$ cat src/verilog/rcd_defs.svh
/*
 * Constants of the rc oscillator divider and trim protect block: register
 * indices, field positions, reset values and division codes.
 * Assumes it is included once by the package and by the top module.
 */
//
// Summary of operation
// new divider ratio applies right after write
// ratio bits writable only while switch flag 0
// select 0X undivided, 10 by two, 11 by four
// trim writes need lock 0 and enable 1
// enable sets: wrote 1, key 0, protect 1
// enable clears on reset or key-0 write-0 with protect 1
// eight-bit trim value, rewritable by software
// protect off keeps trim enable unchanged
`ifndef RCD_DEFS_SVH
`define RCD_DEFS_SVH

// ----------------------------------------------------------------
// register word indices (byte address is four times the index)
// ----------------------------------------------------------------
`define RCD_IDX_CTRL 2'h0
`define RCD_IDX_PROT 2'h1
`define RCD_IDX_TRIM 2'h2
`define RCD_IDX_FREE 2'h3

// ----------------------------------------------------------------
// field positions
// ----------------------------------------------------------------
`define RCD_CTRL_SEL_HI 1
`define RCD_CTRL_SEL_LO 0
`define RCD_PROT_PROTECT_WR_EN 7
`define RCD_PROT_WR_INHIBIT 6
`define RCD_PROT_LOCK 5
`define RCD_PROT_TWE 4

// ----------------------------------------------------------------
// reset values and division codes
// ----------------------------------------------------------------
`define RCD_SEL_RESET 2'h0
`define RCD_TRIM_RESET 8'h80
`define RCD_SEL_DIV2 2'h2
`define RCD_SEL_DIV4 2'h3
`define RCD_CNT_ZERO 2'h0

`endif

$ cat src/verilog/rcd_pkg.sv
/*
 * Types of the rc oscillator divider and trim protect block.
 * Assumes rcd_defs.svh is on the include path.
 */
`include "rcd_defs.svh"

package rcd_pkg;

	// ----------------------------------------------------------------
	// whole state of the top module
	// ----------------------------------------------------------------
	typedef struct packed {
		logic wait_q;
		logic [7:0] rdata_q;
		logic [1:0] div_sel_q;
		logic [1:0] cnt_q;
		logic osc_en_q;
		logic protect_write_enable_q;
		logic lock_q;
		logic twe_q;
		logic [7:0] trim_q;
	} rcd_state_type;

endpackage : rcd_pkg

$ cat src/verilog/rcd_top.sv
/*
 * Rc oscillator divider select and trim value write protection, reached
 * over an Avalon-MM slave with waitrequest.
 * Assumes clock_switch_flag comes from clock switch logic on ref_clk.
 */
`timescale 1ns/100ps
`include "rcd_defs.svh"

module rcd_top (
	// clock and reset
	input wire logic ref_clk,
	input wire logic nrst,
	// avalon-mm slave
	input wire logic [1:0] avs_address,
	input wire logic avs_read,
	input wire logic avs_write,
	input wire logic [31:0] avs_writedata,
	input wire logic [3:0] avs_byteenable,
	output logic [31:0] avs_readdata,
	output logic avs_waitrequest,
	// clock switch status
	input wire logic clock_switch_flag,
	// oscillator side
	output logic osc_clk_en,
	output logic [1:0] osc_div_select,
	output logic [7:0] osc_trim_value
);

	rcd_pkg::rcd_state_type s_q;
	rcd_pkg::rcd_state_type s_d;
	// decoded strobes, all but trim_open and wb qualified by the acknowledge cycle
	logic commit;
	logic wr_ok;
	logic wr_ctrl;
	logic wr_prot;
	logic wr_trim;
	logic trim_open;
	logic [7:0] wb;

	// ----------------------------------------------------------------
	// bus decode
	// ----------------------------------------------------------------
	// a request commits only in the cycle waitrequest stands low
	assign commit = (avs_read | avs_write) & ~s_q.wait_q;
	assign wr_ok = commit & avs_write & avs_byteenable[0];
	assign wr_ctrl = wr_ok & (avs_address == `RCD_IDX_CTRL);
	assign wr_prot = wr_ok & (avs_address == `RCD_IDX_PROT);
	assign wr_trim = wr_ok & (avs_address == `RCD_IDX_TRIM);
	assign wb = avs_writedata[7:0];
	assign trim_open = ~s_q.lock_q & s_q.twe_q;

	// ----------------------------------------------------------------
	// next state
	// ----------------------------------------------------------------
	always_comb begin
		s_d = s_q;
		// one wait cycle, then a single acknowledge cycle
		s_d.wait_q = ~((avs_read | avs_write) & s_q.wait_q);
		if ((avs_read | avs_write) & s_q.wait_q) begin
			unique case (avs_address)
				`RCD_IDX_CTRL: s_d.rdata_q = {6'h00, s_q.div_sel_q};
				`RCD_IDX_PROT: s_d.rdata_q = {s_q.protect_write_enable_q, 1'b0, s_q.lock_q, s_q.twe_q, 4'h0}; // key reads 0
				`RCD_IDX_TRIM: s_d.rdata_q = s_q.trim_q;
				default: s_d.rdata_q = 8'h00; // unmapped reads zero
			endcase
		end
		// ratio bits frozen while a clock switch is in progress
		if (wr_ctrl && !clock_switch_flag) begin
			s_d.div_sel_q = wb[`RCD_CTRL_SEL_HI:`RCD_CTRL_SEL_LO];
		end
		// protect register: key decisions use the protect bit already held
		if (wr_prot) begin
			s_d.protect_write_enable_q = wb[`RCD_PROT_PROTECT_WR_EN];
			if (s_q.protect_write_enable_q) begin
				if (!wb[`RCD_PROT_WR_INHIBIT]) begin
					s_d.twe_q = wb[`RCD_PROT_TWE];
				end
				// lock only ever sets here; reset alone clears it
				s_d.lock_q = s_q.lock_q | wb[`RCD_PROT_LOCK];
			end
		end
		if (wr_trim && trim_open) begin
			s_d.trim_q = wb;
		end
		// divider counts from the new select at once, no resync
		// the counter is never restarted, so a ratio change may shorten one gap
		s_d.cnt_q = s_q.cnt_q + 2'h1;
		unique case (s_d.div_sel_q)
			`RCD_SEL_DIV2: s_d.osc_en_q = ~s_d.cnt_q[0];
			`RCD_SEL_DIV4: s_d.osc_en_q = (s_d.cnt_q == `RCD_CNT_ZERO);
			default: s_d.osc_en_q = 1'b1;
		endcase
	end

	// ----------------------------------------------------------------
	// state register
	// ----------------------------------------------------------------
	always_ff @(posedge ref_clk or negedge nrst) begin
		if (!nrst) begin
			s_q.wait_q <= 1'b1;
			s_q.rdata_q <= 8'h00;
			s_q.div_sel_q <= `RCD_SEL_RESET;
			s_q.cnt_q <= `RCD_CNT_ZERO;
			s_q.osc_en_q <= 1'b0;
			// protect, lock and enable fall together so reset always reshuts the trim
			s_q.protect_write_enable_q <= 1'b0;
			s_q.lock_q <= 1'b0;
			s_q.twe_q <= 1'b0;
			s_q.trim_q <= `RCD_TRIM_RESET;
		end else begin
			s_q <= s_d;
		end
	end

	// outputs are flop bits only
	assign avs_readdata = {24'h000000, s_q.rdata_q};
	assign avs_waitrequest = s_q.wait_q;
	assign osc_clk_en = s_q.osc_en_q;
	assign osc_div_select = s_q.div_sel_q;
	assign osc_trim_value = s_q.trim_q;
endmodule : rcd_top

$ cat config.mk
export PLATFORM = sky130hd
export DESIGN_NAME = rcd_top
export DESIGN_NICKNAME = d
export VERILOG_FILES = /design/src/verilog/rcd_pkg.sv /design/src/verilog/rcd_top.sv
export VERILOG_INCLUDE_DIRS = /design/src /design/src/verilog
export SDC_FILE = /design/constraint.sdc
export NUM_CORES = 1
export LEC_CHECK = 0
export BUFFER_PORTS_ARGS = -buffer_cell sky130_fd_sc_hd__buf_2
export CELL_PAD_IN_SITES_DETAIL_PLACEMENT = 0
export CELL_PAD_IN_SITES_GLOBAL_PLACEMENT = 1
export CORE_ASPECT_RATIO = 1.25
export CORE_MARGIN = 2
export CORE_UTILIZATION = 25
export DETAILED_ROUTE_END_ITERATION = 10
export PLACE_DENSITY_LB_ADDON = 0.05
export SYNTH_ARGS = -nofsm -noshare
export SYNTH_HDL_FRONTEND = slang
export SYNTH_SLANG_ARGS = --single-unit
$ cat constraint.sdc
create_clock -name ref_clk -period 1.9 [get_ports ref_clk]
set_clock_uncertainty 0.15 [all_clocks]
set_input_delay 0.38 -clock ref_clk [delete_from_list [all_inputs] [get_ports ref_clk]]
set_output_delay 0.38 -clock ref_clk [all_outputs]
set_load 0.05 [all_outputs]
==> report_table.html, run 1 <==
<table>
<tr><th>Metric</th><th>Value</th></tr>
<tr><th colspan="2">Status</th></tr>
<tr><td>Run status</td><td>finished clean</td></tr>
<tr><th colspan="2">Cells and area</th></tr>
<tr><td>Area occupied by multi-input gates</td><td>between 400 and 500 um^2</td></tr>
<tr><td>Fraction of final layout cells sized beyond drive strength 1</td><td>39.9%</td></tr>
<tr><td>Total number of nets in the final design</td><td>around 190</td></tr>
<tr><td>Final core area utilization</td><td>27.4%</td></tr>
<tr><td>Post-synthesis to final-layout area growth</td><td>6.34%</td></tr>
<tr><td>FF/Latch Area</td><td>between 600 and 700 um^2</td></tr>
<tr><td>Number of fill cells in the layout</td><td>603</td></tr>
<tr><td>Number of antenna diodes</td><td>0</td></tr>
<tr><td>Final Cell Area</td><td>1470 um^2</td></tr>
<tr><th colspan="2">Clock tree</th></tr>
<tr><td>Clock latency on the worst-skew pair</td><td>~270 ps</td></tr>
<tr><td>Max H-tree Level</td><td>1</td></tr>
<tr><td>Root Buffer Master</td><td>sky130_fd_sc_hd__clkbuf_8</td></tr>
<tr><td>Clock-pin transition on the worst setup and hold timing paths</td><td>90 ps</td></tr>
<tr><td>Count of clock tree sinks</td><td>25</td></tr>
<tr><td>Number of gates resized after CTS</td><td>0</td></tr>
<tr><td>Clock buffers created by TritonCTS</td><td>3</td></tr>
<tr><td>CTS tree</td><td>done</td></tr>
<tr><td>Longest Clk Path Bufs</td><td>2</td></tr>
<tr><th colspan="2">Synth</th></tr>
<tr><td>Sequential fraction of the synthesis area</td><td>45.5%</td></tr>
<tr><td>Yosys cell types</td><td>28</td></tr>
<tr><td>Cell area after technology mapping</td><td>about 1400 um^2</td></tr>
<tr><td>Multiplexer area fraction after synthesis</td><td>roughly 10%</td></tr>
<tr><td>Simple-gate share of the synthesized area</td><td>about a tenth</td></tr>
<tr><td>Synth Area in Compound Gates</td><td>8.33%</td></tr>
<tr><td>Post-Synth Adder-Cell Area</td><td>0.906%</td></tr>
<tr><td>Synthesized area per cell</td><td>11.0 um^2</td></tr>
<tr><td>Xor/xnor cell area share of the yosys netlist</td><td>0%</td></tr>
<tr><td>Post-synthesis instance total</td><td>between 100 and 150</td></tr>
<tr><td>Dominant combinational cell family by area after synthesis</td><td>buffers and inverters</td></tr>
<tr><td>Flip-flop and latch count after synthesis</td><td>25</td></tr>
<tr><td>Count of warnings emitted by yosys</td><td>0</td></tr>
<tr><th colspan="2">Routing</th></tr>
<tr><td>WL final</td><td>2660 um</td></tr>
<tr><td>DRC Markers</td><td>0</td></tr>
<tr><td>Final routed wire length divided by cell count</td><td>approximately 13 um</td></tr>
<tr><td>Initial DRC count</td><td>21</td></tr>
<tr><td>Number of vias per cell</td><td>approximately 3.9</td></tr>
<tr><td>Via count</td><td>around 820</td></tr>
<tr><td>Antenna Violating Nets Remaining</td><td>0</td></tr>
<tr><td>Number of iterations in the first detailed-routing pass</td><td>3</td></tr>
<tr><th colspan="2">Floorplanning</th></tr>
<tr><td>Std-Cell Core Area</td><td>about 5400 um^2</td></tr>
<tr><td>Number of cell rows</td><td>30</td></tr>
<tr><td>Horiz. Die Dim</td><td>between 70 and 80 um</td></tr>
<tr><td>Die span in y</td><td>between 80 and 90 um</td></tr>
<tr><td>Number of I/O pins</td><td>87</td></tr>
<tr><td>Initial Util</td><td>25.7%</td></tr>
<tr><td>Area of the die</td><td>approximately 6100 um^2</td></tr>
<tr><th colspan="2">Worst setup path</th></tr>
<tr><td>Data required time at the worst endpoint</td><td>~1400 ps</td></tr>
<tr><td>Kind of capture point of the worst setup path</td><td>output pin</td></tr>
<tr><td>Worst Path Buf+Inv</td><td>1</td></tr>
<tr><td>Largest fanout of any net on the critical path</td><td>4</td></tr>
<tr><td>Slowest library cell on the worst path</td><td>sky130_fd_sc_hd__dfstp_2</td></tr>
<tr><td>Top delay family on crit path</td><td>flip-flops</td></tr>
<tr><td>Worst-path cell chain</td><td>buf_2</td></tr>
<tr><td>Worst Setup Start Kind</td><td>register</td></tr>
<tr><td>Longest individual stage delay on the worst path</td><td>560 ps</td></tr>
<tr><td>Critical path arrival</td><td>1090 ps</td></tr>
<tr><td>Worst Path Class, Setup</td><td>reg -&gt; out</td></tr>
<tr><th colspan="2">Timing</th></tr>
<tr><td>Max-slew violation total from the final report</td><td>0</td></tr>
<tr><td>Final period utilization</td><td>approximately 85%</td></tr>
<tr><td>Top achievable clock speed</td><td>between 600 and 700 MHz</td></tr>
<tr><td>Worst-case setup margin in the final layout</td><td>roughly 280 ps</td></tr>
<tr><td>Number of setup violations in the final report</td><td>0</td></tr>
<tr><td>Minimum clock period after layout</td><td>~1600 ps</td></tr>
<tr><td>Unrepaired setup endpoints after global routing</td><td>false</td></tr>
<tr><td>Relative slew slack</td><td>slightly below 60%</td></tr>
<tr><td>Setup TNS after final layout</td><td>0 ps</td></tr>
<tr><td>Final Hold Fails</td><td>0</td></tr>
<tr><td>Worst Max-Slew Pin Slew</td><td>between 600 and 700 ps</td></tr>
<tr><th colspan="2">Placed design</th></tr>
<tr><td>Weighted congestion reported at the end of routability-driven placement</td><td>between 0.7 and 0.8</td></tr>
<tr><td>Final HPWL from detailed placement</td><td>approximately 2100 um</td></tr>
<tr><td>Post-place instance area</td><td>1410 um^2</td></tr>
<tr><td>Worst slack, placed</td><td>approximately 210 ps</td></tr>
<tr><td>Buffers added on ports</td><td>35</td></tr>
<tr><th colspan="2">Pwr</th></tr>
<tr><td>Power per unit of standard cell area</td><td>around 900 nW/um^2</td></tr>
<tr><td>Reported net switching power</td><td>roughly 500 uW</td></tr>
<tr><td>Combinational fraction of design power</td><td>between 20% and 30%</td></tr>
<tr><td>Power, Total</td><td>about 1300 uW</td></tr>
<tr><td>Total internal power</td><td>just over 800 uW</td></tr>
<tr><td>Switching part of the total</td><td>a little under two fifths</td></tr>
<tr><td>Static leakage</td><td>between 0.0007 and 0.0008 uW</td></tr>
<tr><td>Fraction of power consumed by the clock network</td><td>about a quarter</td></tr>
<tr><td>Maximum ir drop on the vdd rail</td><td>0.189 mV</td></tr>
<tr><td>Share of power burned in registers</td><td>46.6%</td></tr>
<tr><th colspan="2">Global route</th></tr>
<tr><td>Wire length of the first global-routing pass</td><td>about 4400 um</td></tr>
<tr><td>Maximum number of pins on one net before global-route repair</td><td>26</td></tr>
<tr><td>Vias in the first global route</td><td>roughly 840</td></tr>
<tr><td>Global-route usage over all layers</td><td>a little under a tenth</td></tr>
<tr><td>Number of antenna violations at the first check in global routing</td><td>0</td></tr>
<tr><td>Grt ovf</td><td>0</td></tr>
<tr><th colspan="2">Job</th></tr>
<tr><td>Max-capacitance violation count</td><td>0</td></tr>
<tr><th colspan="2">Min path</th></tr>
<tr><td>Hold Path Class</td><td>in -&gt; reg</td></tr>
</table>
-- registers in the layout (all words and copies together), names as in the netlist --
| name | cells |
|---|---|
| osc_clk_en | 1 |
| osc_div_select | 2 |
| s_q | 5 |
| osc_trim_value | 8 |
| avs_waitrequest | 1 |
| avs_readdata | 8 |
-- metal layers --
layer	up-vias	track usage, %	share of wire (%)
met5	-	0	0
met4	0	5.77	2.7
met3	5	1.62	5.1
met2	32	14.9	49
met1	378	11.2	43
li1	402	-	-
-- power by group through the flow --
stage | clock [uW] | combinational [uW] | sequential, uW
final | 320 | 384 | 614
after global routing | 363 | 406 | 623
after CTS | 340 | 389 | 615
after detailed placement | 0 | 386 | 625
after global placement | 0 | 385 | 624
after floorplan | 0 | 354 | 641
-- final cells by class --
type / count / share of cell area [%]
clock buffer: 4 / 3.07
inverter: 4 / 1.02
sequential: 25 / 42.8
multi-input combinational: 76 / 33.6
tap: 64 / 5.45
timing repair buffer: 39 / 14.1
-- cell usage after synthesis (all sizes together) --
cell type / n / area share (%)
nand2: 14 / 4.3
nor2b: 1 / 0.63
and2b: 1 / 0.54
and4bb: 2 / 2.1
a41o: 1 / 0.72
mux2: 10 / 8.4
buf: 44 / 24
o221ai: 1 / 0.63
nor2: 1 / 0.27
a31oi: 1 / 0.45
inv: 4 / 1.1
a21boi: 1 / 0.54
mux2i: 2 / 1.4
o21ai: 9 / 3.3
dfrtp: 23 / 42
ha: 1 / 0.91
conb: 1 / 0.27
nor3b: 1 / 0.91
a22oi: 3 / 1.6
dfstp: 2 / 3.8
o31ai: 2 / 1.1
nand3: 1 / 1.3
-- stage by stage --
step / hold slack, ps / std cells
floorplan: -65.6 / 149
global placement: 270 / 207
detailed placement: 277 / 207
CTS: 181 / 212
global route: 186 / 212
finish: 189 / 212
-- kinds of logic after synthesis --
family          count (synthesis)
simple gates                   21
compound gates                 18
mux                            12
flops                          25
other cells                     1
buf+inv                        48
fa+ha+maj                       1
-- what timing repair did --
| item | in CTS | in global routing |
|---|---|---|
| setup buffers | 0 | 0 |
| hold buffers | 1 | 0 |
| endpoints found under the hold margin | 23 | 0 |
-- cell usage in the layout, fill, tap and decap left out --
master / instances
sky130_fd_sc_hd__o221ai_1: 1
sky130_fd_sc_hd__o21ai_0: 8
sky130_fd_sc_hd__a41o_1: 1
sky130_fd_sc_hd__mux2_4: 1
sky130_fd_sc_hd__nor3b_2: 1
sky130_fd_sc_hd__a21boi_0: 1
sky130_fd_sc_hd__nand2_1: 13
sky130_fd_sc_hd__buf_2: 35
sky130_fd_sc_hd__conb_1: 24
sky130_fd_sc_hd__o31ai_1: 2
sky130_fd_sc_hd__mux2_2: 9
sky130_fd_sc_hd__o21ai_1: 1
sky130_fd_sc_hd__inv_1: 4
sky130_fd_sc_hd__dfrtp_1: 23
sky130_fd_sc_hd__nor2_1: 1
sky130_fd_sc_hd__nand2_4: 1
sky130_fd_sc_hd__buf_4: 3
sky130_fd_sc_hd__mux2i_1: 2
sky130_fd_sc_hd__dfstp_2: 2
sky130_fd_sc_hd__clkbuf_1: 1
sky130_fd_sc_hd__nor2b_2: 1
sky130_fd_sc_hd__and4bb_2: 1
sky130_fd_sc_hd__ha_1: 1
sky130_fd_sc_hd__clkbuf_8: 3
sky130_fd_sc_hd__a22oi_1: 3
sky130_fd_sc_hd__and4bb_4: 1
sky130_fd_sc_hd__dlygate4sd3_1: 1
sky130_fd_sc_hd__and2b_1: 1
sky130_fd_sc_hd__nand3_4: 1
sky130_fd_sc_hd__a31oi_1: 1
-- path summary, 6_finish.rpt --
path / cells past startpoint / endpoint / slack (ps) / startpoint
hold reg to reg: 1 / s_q[12] / 310 / s_q[12]
setup reg to reg: 4 / s_q[8] / 300 / avs_waitrequest
min in group asynchronous: 2 / osc_trim_value[1] / 500 / nrst
max in group asynchronous: 2 / avs_readdata[6] / 700 / nrst
hold / removal: 2 / osc_trim_value[3] / 190 / avs_writedata[3]
setup / recovery: 1 / avs_waitrequest / 280 / avs_waitrequest
No activity file was read; power rests on OpenSTA's default activity.
==> run 2, diff against run 1 <==
--- a/config.mk
+++ b/config.mk
@@ -6,13 +6,14 @@
 export SDC_FILE = /design/constraint.sdc
 export NUM_CORES = 1
 export LEC_CHECK = 0
-export BUFFER_PORTS_ARGS = -buffer_cell sky130_fd_sc_hd__buf_2
+export BUFFER_PORTS_ARGS = -buffer_cell sky130_fd_sc_hd__clkbuf_2
 export CELL_PAD_IN_SITES_DETAIL_PLACEMENT = 0
 export CELL_PAD_IN_SITES_GLOBAL_PLACEMENT = 1
 export CORE_ASPECT_RATIO = 1.25
 export CORE_MARGIN = 2
-export CORE_UTILIZATION = 25
+export CORE_UTILIZATION = 30
 export DETAILED_ROUTE_END_ITERATION = 10
+export HOLD_SLACK_MARGIN = 0.1
 export PLACE_DENSITY_LB_ADDON = 0.05
 export SYNTH_ARGS = -nofsm -noshare
 export SYNTH_HDL_FRONTEND = slang
==> run 2 against run 1 <==
Net effect: sequential share of layout area is 0.44 points higher; utilization is 5.5 points higher; final cell count is 3.3% lower; first-iteration DRC count is 14% lower; global-route usage is 1.0 points higher; count of clock-buffer cells in the layout stayed put; critical path depth stayed put; total power is 0.54% lower.
==> report_table.html, run 2 (synthesis gave the netlist of run 1 again) <==
<table>
<tr><th>Metric</th><th>Value</th></tr>
<tr><th colspan="2">Routing</th></tr>
<tr><td>Final routed wire length divided by cell count</td><td>12.0 um (was 12.6 um)</td></tr>
<tr><td>Number of vias per cell</td><td>3.99 (was 3.85)</td></tr>
<tr><td>Initial DRC count</td><td>18 (was 21)</td></tr>
<tr><td>WL final</td><td>2460 um (was 2660 um)</td></tr>
<tr><td>Antenna Violating Nets Remaining</td><td>0 (unchanged)</td></tr>
<tr><td>Number of iterations in the first detailed-routing pass</td><td>4 (was 3)</td></tr>
<tr><td>DRC Markers</td><td>0 (unchanged)</td></tr>
<tr><td>Via count</td><td>818 (was 817)</td></tr>
<tr><th colspan="2">Cells and area</th></tr>
<tr><td>Most frequent cells in the layout</td><td>35 x sky130_fd_sc_hd__clkbuf_2, 24 x sky130_fd_sc_hd__conb_1, 23 x sky130_fd_sc_hd__dfrtp_1, 13 x sky130_fd_sc_hd__nand2_1, 9 x sky130_fd_sc_hd__mux2_2 (was 35 x sky130_fd_sc_hd__buf_2, 24 x sky130_fd_sc_hd__conb_1, 23 x sky130_fd_sc_hd__dfrtp_1, 13 x sky130_fd_sc_hd__nand2_1, 9 x sky130_fd_sc_hd__mux2_2)</td></tr>
<tr><td>Fraction of final layout cells sized beyond drive strength 1</td><td>39.5% (was 39.9%)</td></tr>
<tr><td>Number of antenna diodes</td><td>0 (unchanged)</td></tr>
<tr><td>Final non-filler cell total</td><td>205 (was 212)</td></tr>
<tr><td>Post-synthesis to final-layout area growth</td><td>5.25% (was 6.34%)</td></tr>
<tr><td>Total number of nets in the final design</td><td>192 (was 193)</td></tr>
<tr><td>Final core area utilization</td><td>32.9% (was 27.4%)</td></tr>
<tr><td>Most frequent standard cell in the layout excluding fill and tap cells</td><td>sky130_fd_sc_hd__clkbuf_2 (was sky130_fd_sc_hd__buf_2)</td></tr>
<tr><th colspan="2">Status</th></tr>
<tr><td>Run status</td><td>finished clean (unchanged)</td></tr>
<tr><th colspan="2">Timing</th></tr>
<tr><td>Unrepaired setup endpoints after global routing</td><td>false (unchanged)</td></tr>
<tr><td>Worst Max-Slew Pin Slew</td><td>654 ps (was 607 ps)</td></tr>
<tr><td>Relative slew slack</td><td>56.4% (was 59.6%)</td></tr>
<tr><td>Max-slew violation total from the final report</td><td>0 (unchanged)</td></tr>
<tr><td>Minimum clock period after layout</td><td>1640 ps (was 1620 ps)</td></tr>
<tr><td>Setup TNS after final layout</td><td>0 ps (unchanged)</td></tr>
<tr><td>Final Hold Fails</td><td>0 (unchanged)</td></tr>
<tr><td>Final period utilization</td><td>86.3% (was 85.4%)</td></tr>
<tr><td>Top achievable clock speed</td><td>610 MHz (was 617 MHz)</td></tr>
<tr><td>Number of setup violations in the final report</td><td>0 (unchanged)</td></tr>
<tr><th colspan="2">Worst setup path</th></tr>
<tr><td>Worst Path Buf+Inv</td><td>1 (unchanged)</td></tr>
<tr><td>Origin of the critical flop-to-flop path</td><td>avs_waitrequest (unchanged)</td></tr>
<tr><td>Critical path arrival</td><td>1110 ps (was 1090 ps)</td></tr>
<tr><td>Data required time at the worst endpoint</td><td>1370 ps (about the same)</td></tr>
<tr><td>Worst Setup Start Kind</td><td>register (unchanged)</td></tr>
<tr><td>Longest individual stage delay on the worst path</td><td>570 ps (was 560 ps)</td></tr>
<tr><td>Worst Path Class, Setup</td><td>reg -&gt; out (unchanged)</td></tr>
<tr><td>Slowest library cell on the worst path</td><td>sky130_fd_sc_hd__dfstp_2 (unchanged)</td></tr>
<tr><td>Top delay family on crit path</td><td>flip-flops (unchanged)</td></tr>
<tr><td>Startpoint of the most critical setup path</td><td>avs_waitrequest (unchanged)</td></tr>
<tr><td>Kind of capture point of the worst setup path</td><td>output pin (unchanged)</td></tr>
<tr><td>Worst-path cell chain</td><td>clkbuf_2 (was buf_2)</td></tr>
<tr><td>Largest fanout of any net on the critical path</td><td>4 (unchanged)</td></tr>
<tr><th colspan="2">Floorplanning</th></tr>
<tr><td>Die span in y</td><td>79.9 um (was 87.1 um)</td></tr>
<tr><td>Area of the die</td><td>5170 um^2 (was 6140 um^2)</td></tr>
<tr><td>Std-Cell Core Area</td><td>4430 um^2 (was 5370 um^2)</td></tr>
<tr><td>Horiz. Die Dim</td><td>64.7 um (was 70.5 um)</td></tr>
<tr><td>Number of I/O pins</td><td>87 (unchanged)</td></tr>
<tr><td>Initial Util</td><td>31.2% (was 25.7%)</td></tr>
<tr><td>Number of cell rows</td><td>27 (was 30)</td></tr>
<tr><th colspan="2">Clock tree</th></tr>
<tr><td>Clock buffers created by TritonCTS</td><td>3 (unchanged)</td></tr>
<tr><td>Count of clock tree sinks</td><td>25 (unchanged)</td></tr>
<tr><td>CTS tree</td><td>done (unchanged)</td></tr>
<tr><td>Longest Clk Path Bufs</td><td>2 (unchanged)</td></tr>
<tr><td>Max H-tree Level</td><td>1 (unchanged)</td></tr>
<tr><td>Root Buffer Master</td><td>sky130_fd_sc_hd__clkbuf_8 (unchanged)</td></tr>
<tr><td>Clock latency on the worst-skew pair</td><td>260 ps (was 270 ps)</td></tr>
<tr><td>Number of gates resized after CTS</td><td>0 (unchanged)</td></tr>
<tr><td>Clock-pin transition on the worst setup and hold timing paths</td><td>90 ps (about the same)</td></tr>
<tr><th colspan="2">Placed design</th></tr>
<tr><td>Final HPWL from detailed placement</td><td>1960 um (was 2080 um)</td></tr>
<tr><td>Weighted congestion reported at the end of routability-driven placement</td><td>0.754 (was 0.714)</td></tr>
<tr><td>Buffers added on ports</td><td>35 (unchanged)</td></tr>
<tr><td>Post-placement cell count</td><td>200 (was 207)</td></tr>
<tr><th colspan="2">Job</th></tr>
<tr><td>Max-capacitance violation count</td><td>0 (unchanged)</td></tr>
<tr><th colspan="2">Pwr</th></tr>
<tr><td>Power per unit of standard cell area</td><td>902 nW/um^2 (was 898 nW/um^2)</td></tr>
<tr><td>Maximum ir drop on the vdd rail</td><td>0.203 mV (was 0.189 mV)</td></tr>
<tr><td>Static leakage</td><td>0.000768 uW (was 0.000784 uW)</td></tr>
<tr><th colspan="2">Global route</th></tr>
<tr><td>Wire length of the first global-routing pass</td><td>3990 um (was 4350 um)</td></tr>
<tr><td>Most crowded layer after global routing</td><td>met2 (unchanged)</td></tr>
<tr><td>Grt ovf</td><td>0 (unchanged)</td></tr>
<tr><td>Met2 demand-to-capacity share in global routing</td><td>17.6% (was 14.9%)</td></tr>
<tr><td>Vias in the first global route</td><td>826 (was 835)</td></tr>
<tr><td>GR Util met3</td><td>1.41% (was 1.62%)</td></tr>
<tr><td>Global-route usage over all layers</td><td>10.2% (was 9.16%)</td></tr>
<tr><td>Met1 track demand over resource in global routing</td><td>12.0% (was 11.2%)</td></tr>
<tr><td>Maximum number of pins on one net before global-route repair</td><td>26 (unchanged)</td></tr>
<tr><td>Number of antenna violations at the first check in global routing</td><td>0 (unchanged)</td></tr>
<tr><th colspan="2">Min path</th></tr>
<tr><td>Hold Path Origin</td><td>avs_writedata[2] (was avs_writedata[3])</td></tr>
<tr><td>Hold Path Class</td><td>in -&gt; reg (unchanged)</td></tr>
</table>
-- run 2: cell types whose count changed in the layout (fill, tap and decap cells not counted), sizes merged --
cell    delta
buf       -36
clkbuf    +35
-- run 2: worst reg2reg max path, stage by stage, from the launching register on --
cell and delay, ps:
sky130_fd_sc_hd__dfstp_2 390, sky130_fd_sc_hd__and4bb_4 380, sky130_fd_sc_hd__nand2_4 60, sky130_fd_sc_hd__nor3b_2 170
sky130_fd_sc_hd__mux2_2 340
-- run 2: per-layer routing --
layer  wire length, um  share of wire [%]
met1              1050                 43
met2              1210                 49
met3               158                6.4
met4                39                1.6
met5                 0                  0
-- run 2: repair_timing --
action,in CTS,in global routing
hold buffers,1,0
hold endpoints to repair,23,0
buffers inserted,0,0
-- run 2: final cells by class --
class                   count  area (um^2)
flip-flops and latches     25          628
well taps                  58         72.6
inverters                   4         15.0
fillers                   494         2970
multi-input cells          76          493
clock buffers               4         45.0
repair buffers             38          200
-- run 2: path summary, 6_finish.rpt --
check,to,slack [ps],cells after the start
setup / recovery,avs_waitrequest,260,1
hold / removal,osc_trim_value[2],190,2
setup reg to reg,s_q[8],290,4
hold reg to reg,s_q[12],310,1
max in group asynchronous,s_q[9],670,2
min in group asynchronous,avs_readdata[0],520,2
-- run 2: report_power, final --
group / leakage [uW] / internal, uW / total, uW / switching [uW]
Clock: 0.0000228 / 150 / 316 / 166
Sequential: 0.000328 / 580 / 616 / 35.7
Combinational: 0.000417 / 82.2 / 380 / 297
Total: 0.000768 / 812 / 1310 / 499
-- run 2: stage by stage --
stage	setup WS (ps)	total power, uW	hold WS [ps]	area, um^2
2_1_floorplan	208	995	-65.6	1470
3_3_place_gp	167	1010	279	1400
3_5_place_dp	161	1010	298	1400
4_1_cts	246	1340	186	1450
5_1_grt	208	1380	189	1450
6_report	259	1310	192	1450
==> run 3, diff against run 2 <==
--- a/config.mk
+++ b/config.mk
@@ -15,6 +15,8 @@
 export DETAILED_ROUTE_END_ITERATION = 10
 export HOLD_SLACK_MARGIN = 0.1
 export PLACE_DENSITY_LB_ADDON = 0.05
+export REMOVE_ABC_BUFFERS = 1
+export SKIP_LAST_GASP = 1
 export SYNTH_ARGS = -nofsm -noshare
 export SYNTH_HDL_FRONTEND = slang
 export SYNTH_SLANG_ARGS = --single-unit
==> constraint.sdc (replaced) <==
create_clock -name ref_clk -period 1.9 [get_ports ref_clk]
set_clock_uncertainty 0.15 [all_clocks]
set_input_delay 0.095 -clock ref_clk [delete_from_list [all_inputs] [get_ports ref_clk]]
set_output_delay 0.095 -clock ref_clk [all_outputs]
set_load 0.05 [all_outputs]
==> run 3 against run 2 <==
Net effect: global-route usage is 0.22 points lower; final cell count is 6.3% higher; total power is 2.6% higher; critical path depth is 3 higher.
==> report_table.html, run 3 (synthesis gave the netlist of run 1 again) <==
<table>
<tr><th>Metric</th><th>Value</th></tr>
<tr><th colspan="2">Clock tree</th></tr>
<tr><td>Root Buffer Master</td><td>sky130_fd_sc_hd__clkbuf_8 (unchanged)</td></tr>
<tr><td>CTS tree</td><td>done (unchanged)</td></tr>
<tr><td>Max H-tree Level</td><td>1 (unchanged)</td></tr>
<tr><td>Count of clock tree sinks</td><td>25 (unchanged)</td></tr>
<tr><td>Longest Clk Path Bufs</td><td>2 (unchanged)</td></tr>
<tr><td>Clock latency on the worst-skew pair</td><td>270 ps (was 260 ps)</td></tr>
<tr><td>Post-CTS setup buffer count</td><td>0 (unchanged)</td></tr>
<tr><td>Clock-pin transition on the worst setup and hold timing paths</td><td>90 ps (about the same)</td></tr>
<tr><td>Clock buffers created by TritonCTS</td><td>3 (unchanged)</td></tr>
<tr><th colspan="2">Global route</th></tr>
<tr><td>Grt ovf</td><td>0 (unchanged)</td></tr>
<tr><td>Maximum number of pins on one net before global-route repair</td><td>26 (unchanged)</td></tr>
<tr><td>Number of antenna violations at the first check in global routing</td><td>0 (unchanged)</td></tr>
<tr><td>Wire length of the first global-routing pass</td><td>3880 um (was 3990 um)</td></tr>
<tr><td>Vias in the first global route</td><td>807 (was 826)</td></tr>
<tr><td>Global-route usage over all layers</td><td>9.94% (was 10.2%)</td></tr>
<tr><th colspan="2">Worst setup path</th></tr>
<tr><td>Largest fanout of any net on the critical path</td><td>17 (was 4)</td></tr>
<tr><td>R2r worst-path depth</td><td>4 (unchanged)</td></tr>
<tr><td>Critical path arrival</td><td>1810 ps (was 1110 ps)</td></tr>
<tr><td>Startpoint of the most critical setup path</td><td>avs_waitrequest (unchanged)</td></tr>
<tr><td>Longest individual stage delay on the worst path</td><td>560 ps (was 570 ps)</td></tr>
<tr><td>Worst setup slack for register-to-register paths</td><td>130 ps (was 290 ps)</td></tr>
<tr><td>Top delay family on crit path</td><td>buffers and inverters (was flip-flops)</td></tr>
<tr><td>Data required time at the worst endpoint</td><td>1940 ps (was 1370 ps)</td></tr>
<tr><td>Slowest library cell on the worst path</td><td>sky130_fd_sc_hd__dfstp_2 (unchanged)</td></tr>
<tr><td>Worst Setup Start Kind</td><td>register (unchanged)</td></tr>
<tr><td>Worst-path cell chain</td><td>o21ai_1 -&gt; dlygate4sd3_1 -&gt; buf_6 -&gt; o31ai_2 (was clkbuf_2)</td></tr>
<tr><td>Number of logic stages on the critical path including buffering</td><td>4 (was 1)</td></tr>
<tr><td>Worst Path Buf+Inv</td><td>2 (was 1)</td></tr>
<tr><td>Destination of the worst register-to-register timing path</td><td>avs_readdata[1] (was s_q[8])</td></tr>
<tr><td>Origin of the critical flop-to-flop path</td><td>avs_waitrequest (unchanged)</td></tr>
<tr><td>Kind of capture point of the worst setup path</td><td>register (was output pin)</td></tr>
<tr><td>Capture point of the worst path</td><td>avs_readdata[1] (was avs_waitrequest)</td></tr>
<tr><td>Worst Path Class, Setup</td><td>reg -&gt; reg (was reg -&gt; out)</td></tr>
<tr><th colspan="2">Pwr</th></tr>
<tr><td>Static leakage</td><td>0.000830 uW (was 0.000768 uW)</td></tr>
<tr><td>Power, Total</td><td>1350 uW (was 1310 uW)</td></tr>
<tr><td>Maximum ir drop on the vdd rail</td><td>0.422 mV (was 0.203 mV)</td></tr>
<tr><td>Power per unit of standard cell area</td><td>842 nW/um^2 (was 902 nW/um^2)</td></tr>
<tr><th colspan="2">Floorplanning</th></tr>
<tr><td>Initial Util</td><td>31.2% (unchanged)</td></tr>
<tr><td>Area of the die</td><td>5170 um^2 (unchanged)</td></tr>
<tr><td>Horiz. Die Dim</td><td>64.7 um (unchanged)</td></tr>
<tr><td>Die span in y</td><td>79.9 um (unchanged)</td></tr>
<tr><td>Number of I/O pins</td><td>87 (unchanged)</td></tr>
<tr><td>Number of cell rows</td><td>27 (unchanged)</td></tr>
<tr><td>Std-Cell Core Area</td><td>4430 um^2 (unchanged)</td></tr>
<tr><th colspan="2">Routing</th></tr>
<tr><td>WL final</td><td>2470 um (was 2460 um)</td></tr>
<tr><td>Via count</td><td>877 (was 818)</td></tr>
<tr><td>Antenna Violating Nets Remaining</td><td>0 (unchanged)</td></tr>
<tr><td>Number of iterations in the first detailed-routing pass</td><td>3 (was 4)</td></tr>
<tr><td>DRC Markers</td><td>0 (unchanged)</td></tr>
<tr><td>Final routed wire length divided by cell count</td><td>11.3 um (was 12.0 um)</td></tr>
<tr><td>Initial DRC count</td><td>10 (was 18)</td></tr>
<tr><td>Number of vias per cell</td><td>4.02 (was 3.99)</td></tr>
<tr><th colspan="2">Timing</th></tr>
<tr><td>Worst Max-Slew Pin Slew</td><td>629 ps (was 654 ps)</td></tr>
<tr><td>Number of setup violations in the final report</td><td>0 (unchanged)</td></tr>
<tr><td>Minimum clock period after layout</td><td>1770 ps (was 1640 ps)</td></tr>
<tr><td>Relative slew slack</td><td>58.1% (was 56.4%)</td></tr>
<tr><td>Max-slew violation total from the final report</td><td>0 (unchanged)</td></tr>
<tr><td>Top achievable clock speed</td><td>565 MHz (was 610 MHz)</td></tr>
<tr><td>Unrepaired setup endpoints after global routing</td><td>false (unchanged)</td></tr>
<tr><td>Setup TNS after final layout</td><td>0 ps (unchanged)</td></tr>
<tr><td>Final period utilization</td><td>93.2% (was 86.3%)</td></tr>
<tr><td>Final Hold Fails</td><td>0 (unchanged)</td></tr>
<tr><th colspan="2">Cells and area</th></tr>
<tr><td>Number of antenna diodes</td><td>0 (unchanged)</td></tr>
<tr><td>Most frequent standard cell in the layout excluding fill and tap cells</td><td>sky130_fd_sc_hd__clkbuf_2 (unchanged)</td></tr>
<tr><td>Most frequent cells in the layout</td><td>35 x sky130_fd_sc_hd__clkbuf_2, 24 x sky130_fd_sc_hd__conb_1, 23 x sky130_fd_sc_hd__dfrtp_1, 14 x sky130_fd_sc_hd__dlygate4sd3_1, 13 x sky130_fd_sc_hd__nand2_1 (was 35 x sky130_fd_sc_hd__clkbuf_2, 24 x sky130_fd_sc_hd__conb_1, 23 x sky130_fd_sc_hd__dfrtp_1, 13 x sky130_fd_sc_hd__nand2_1, 9 x sky130_fd_sc_hd__mux2_2)</td></tr>
<tr><td>Total number of nets in the final design</td><td>205 (was 192)</td></tr>
<tr><td>Fraction of final layout cells sized beyond drive strength 1</td><td>38.1% (was 39.5%)</td></tr>
<tr><td>Post-synthesis to final-layout area growth</td><td>15.8% (was 5.25%)</td></tr>
<tr><th colspan="2">Status</th></tr>
<tr><td>Run status</td><td>finished clean (unchanged)</td></tr>
<tr><th colspan="2">Placed design</th></tr>
<tr><td>Final HPWL from detailed placement</td><td>1940 um (was 1960 um)</td></tr>
<tr><td>Buffers added on ports</td><td>35 (unchanged)</td></tr>
<tr><td>Weighted congestion reported at the end of routability-driven placement</td><td>0.697 (was 0.754)</td></tr>
<tr><th colspan="2">Min path</th></tr>
<tr><td>Hold Path Class</td><td>in -&gt; async (was in -&gt; reg)</td></tr>
<tr><th colspan="2">Job</th></tr>
<tr><td>Max-capacitance violation count</td><td>0 (unchanged)</td></tr>
</table>
==> run 3: changes by cell type in the layout (fill, tap and decap cells not counted) <==
cell | previous run | this run
sky130_fd_sc_hd__buf_6 | 0 | 1
sky130_fd_sc_hd__o31ai_1 | 2 | 0
sky130_fd_sc_hd__clkinv_2 | 0 | 1
sky130_fd_sc_hd__o21ai_0 | 8 | 7
sky130_fd_sc_hd__buf_4 | 2 | 1
sky130_fd_sc_hd__dlygate4sd3_1 | 1 | 14
sky130_fd_sc_hd__o21ai_1 | 1 | 2
sky130_fd_sc_hd__clkbuf_1 | 1 | 0
sky130_fd_sc_hd__o31ai_2 | 0 | 2
==> run 3: area by class of cell <==
| type | instances | area, um^2 |
|---|---|---|
| Timing Repair Buffer | 51 | 334 |
| Multi-Input combinational cell | 76 | 503 |
| Clock buffer | 3 | 41.3 |
| Fill cell | 471 | 2830 |
| Sequential cell | 25 | 628 |
| Clock inverter | 1 | 5.00 |
| Tap cell | 58 | 72.6 |
| Inverter | 4 | 15.0 |
==> run 3: worst register-to-register path, stage by stage (launching register included) <==
cell	delay [ps]
sky130_fd_sc_hd__dfstp_2	560
sky130_fd_sc_hd__o21ai_1	60
sky130_fd_sc_hd__dlygate4sd3_1	560
sky130_fd_sc_hd__buf_6	160
sky130_fd_sc_hd__o31ai_2	210
==> run 3: timing repair <==
item	in CTS	in global routing
hold endpoints to repair	42	0
setup endpoints to repair	0	3
resized for setup	0	4
hold buffers	14	0
==> run 3: worst min path at each step <==
stage / start / depth (start not counted) / to / slack [ps]
after global placement: nrst / 1 / avs_readdata[3] / 3
final: nrst / 2 / avs_readdata[5] / 220
after CTS: avs_byteenable[0] / 4 / s_q[10] / 230
after floorplan: nrst / 0 / avs_readdata[0] / -350
after global routing: avs_byteenable[0] / 4 / s_q[10] / 240
after detailed placement: nrst / 1 / avs_readdata[3] / -5
==> run 3: through the flow <==
| stage | hold slack, ps | instance area [um^2] | cells | utilization [%] | setup slack [ps] |
|---|---|---|---|---|---|
| after floorplan | -351 | 1140 | 105 | - | 208 |
| after global placement | 3.36 | 1400 | 200 | 31.6 | 305 |
| after detailed placement | -4.68 | 1400 | 200 | 31.6 | 285 |
| after CTS | 232 | 1590 | 218 | 35.8 | 76.7 |
| after global routing | 236 | 1600 | 218 | 36.1 | 24.3 |
| final | 217 | 1600 | 218 | 36.1 | 130 |
==> run 3: power breakdown <==
part | switching [uW] | internal, uW
combinational | 304 | 104
sequential | 35.3 | 580
clock | 175 | 147
==> run 3: metal layers <==
metal	part of all wire, %	track usage, %	wire [um]
met2	53	17.3	1310
met5	0	0	0
met3	4.4	1.97	108
met4	1.6	4.47	40
met1	41	11.7	1010
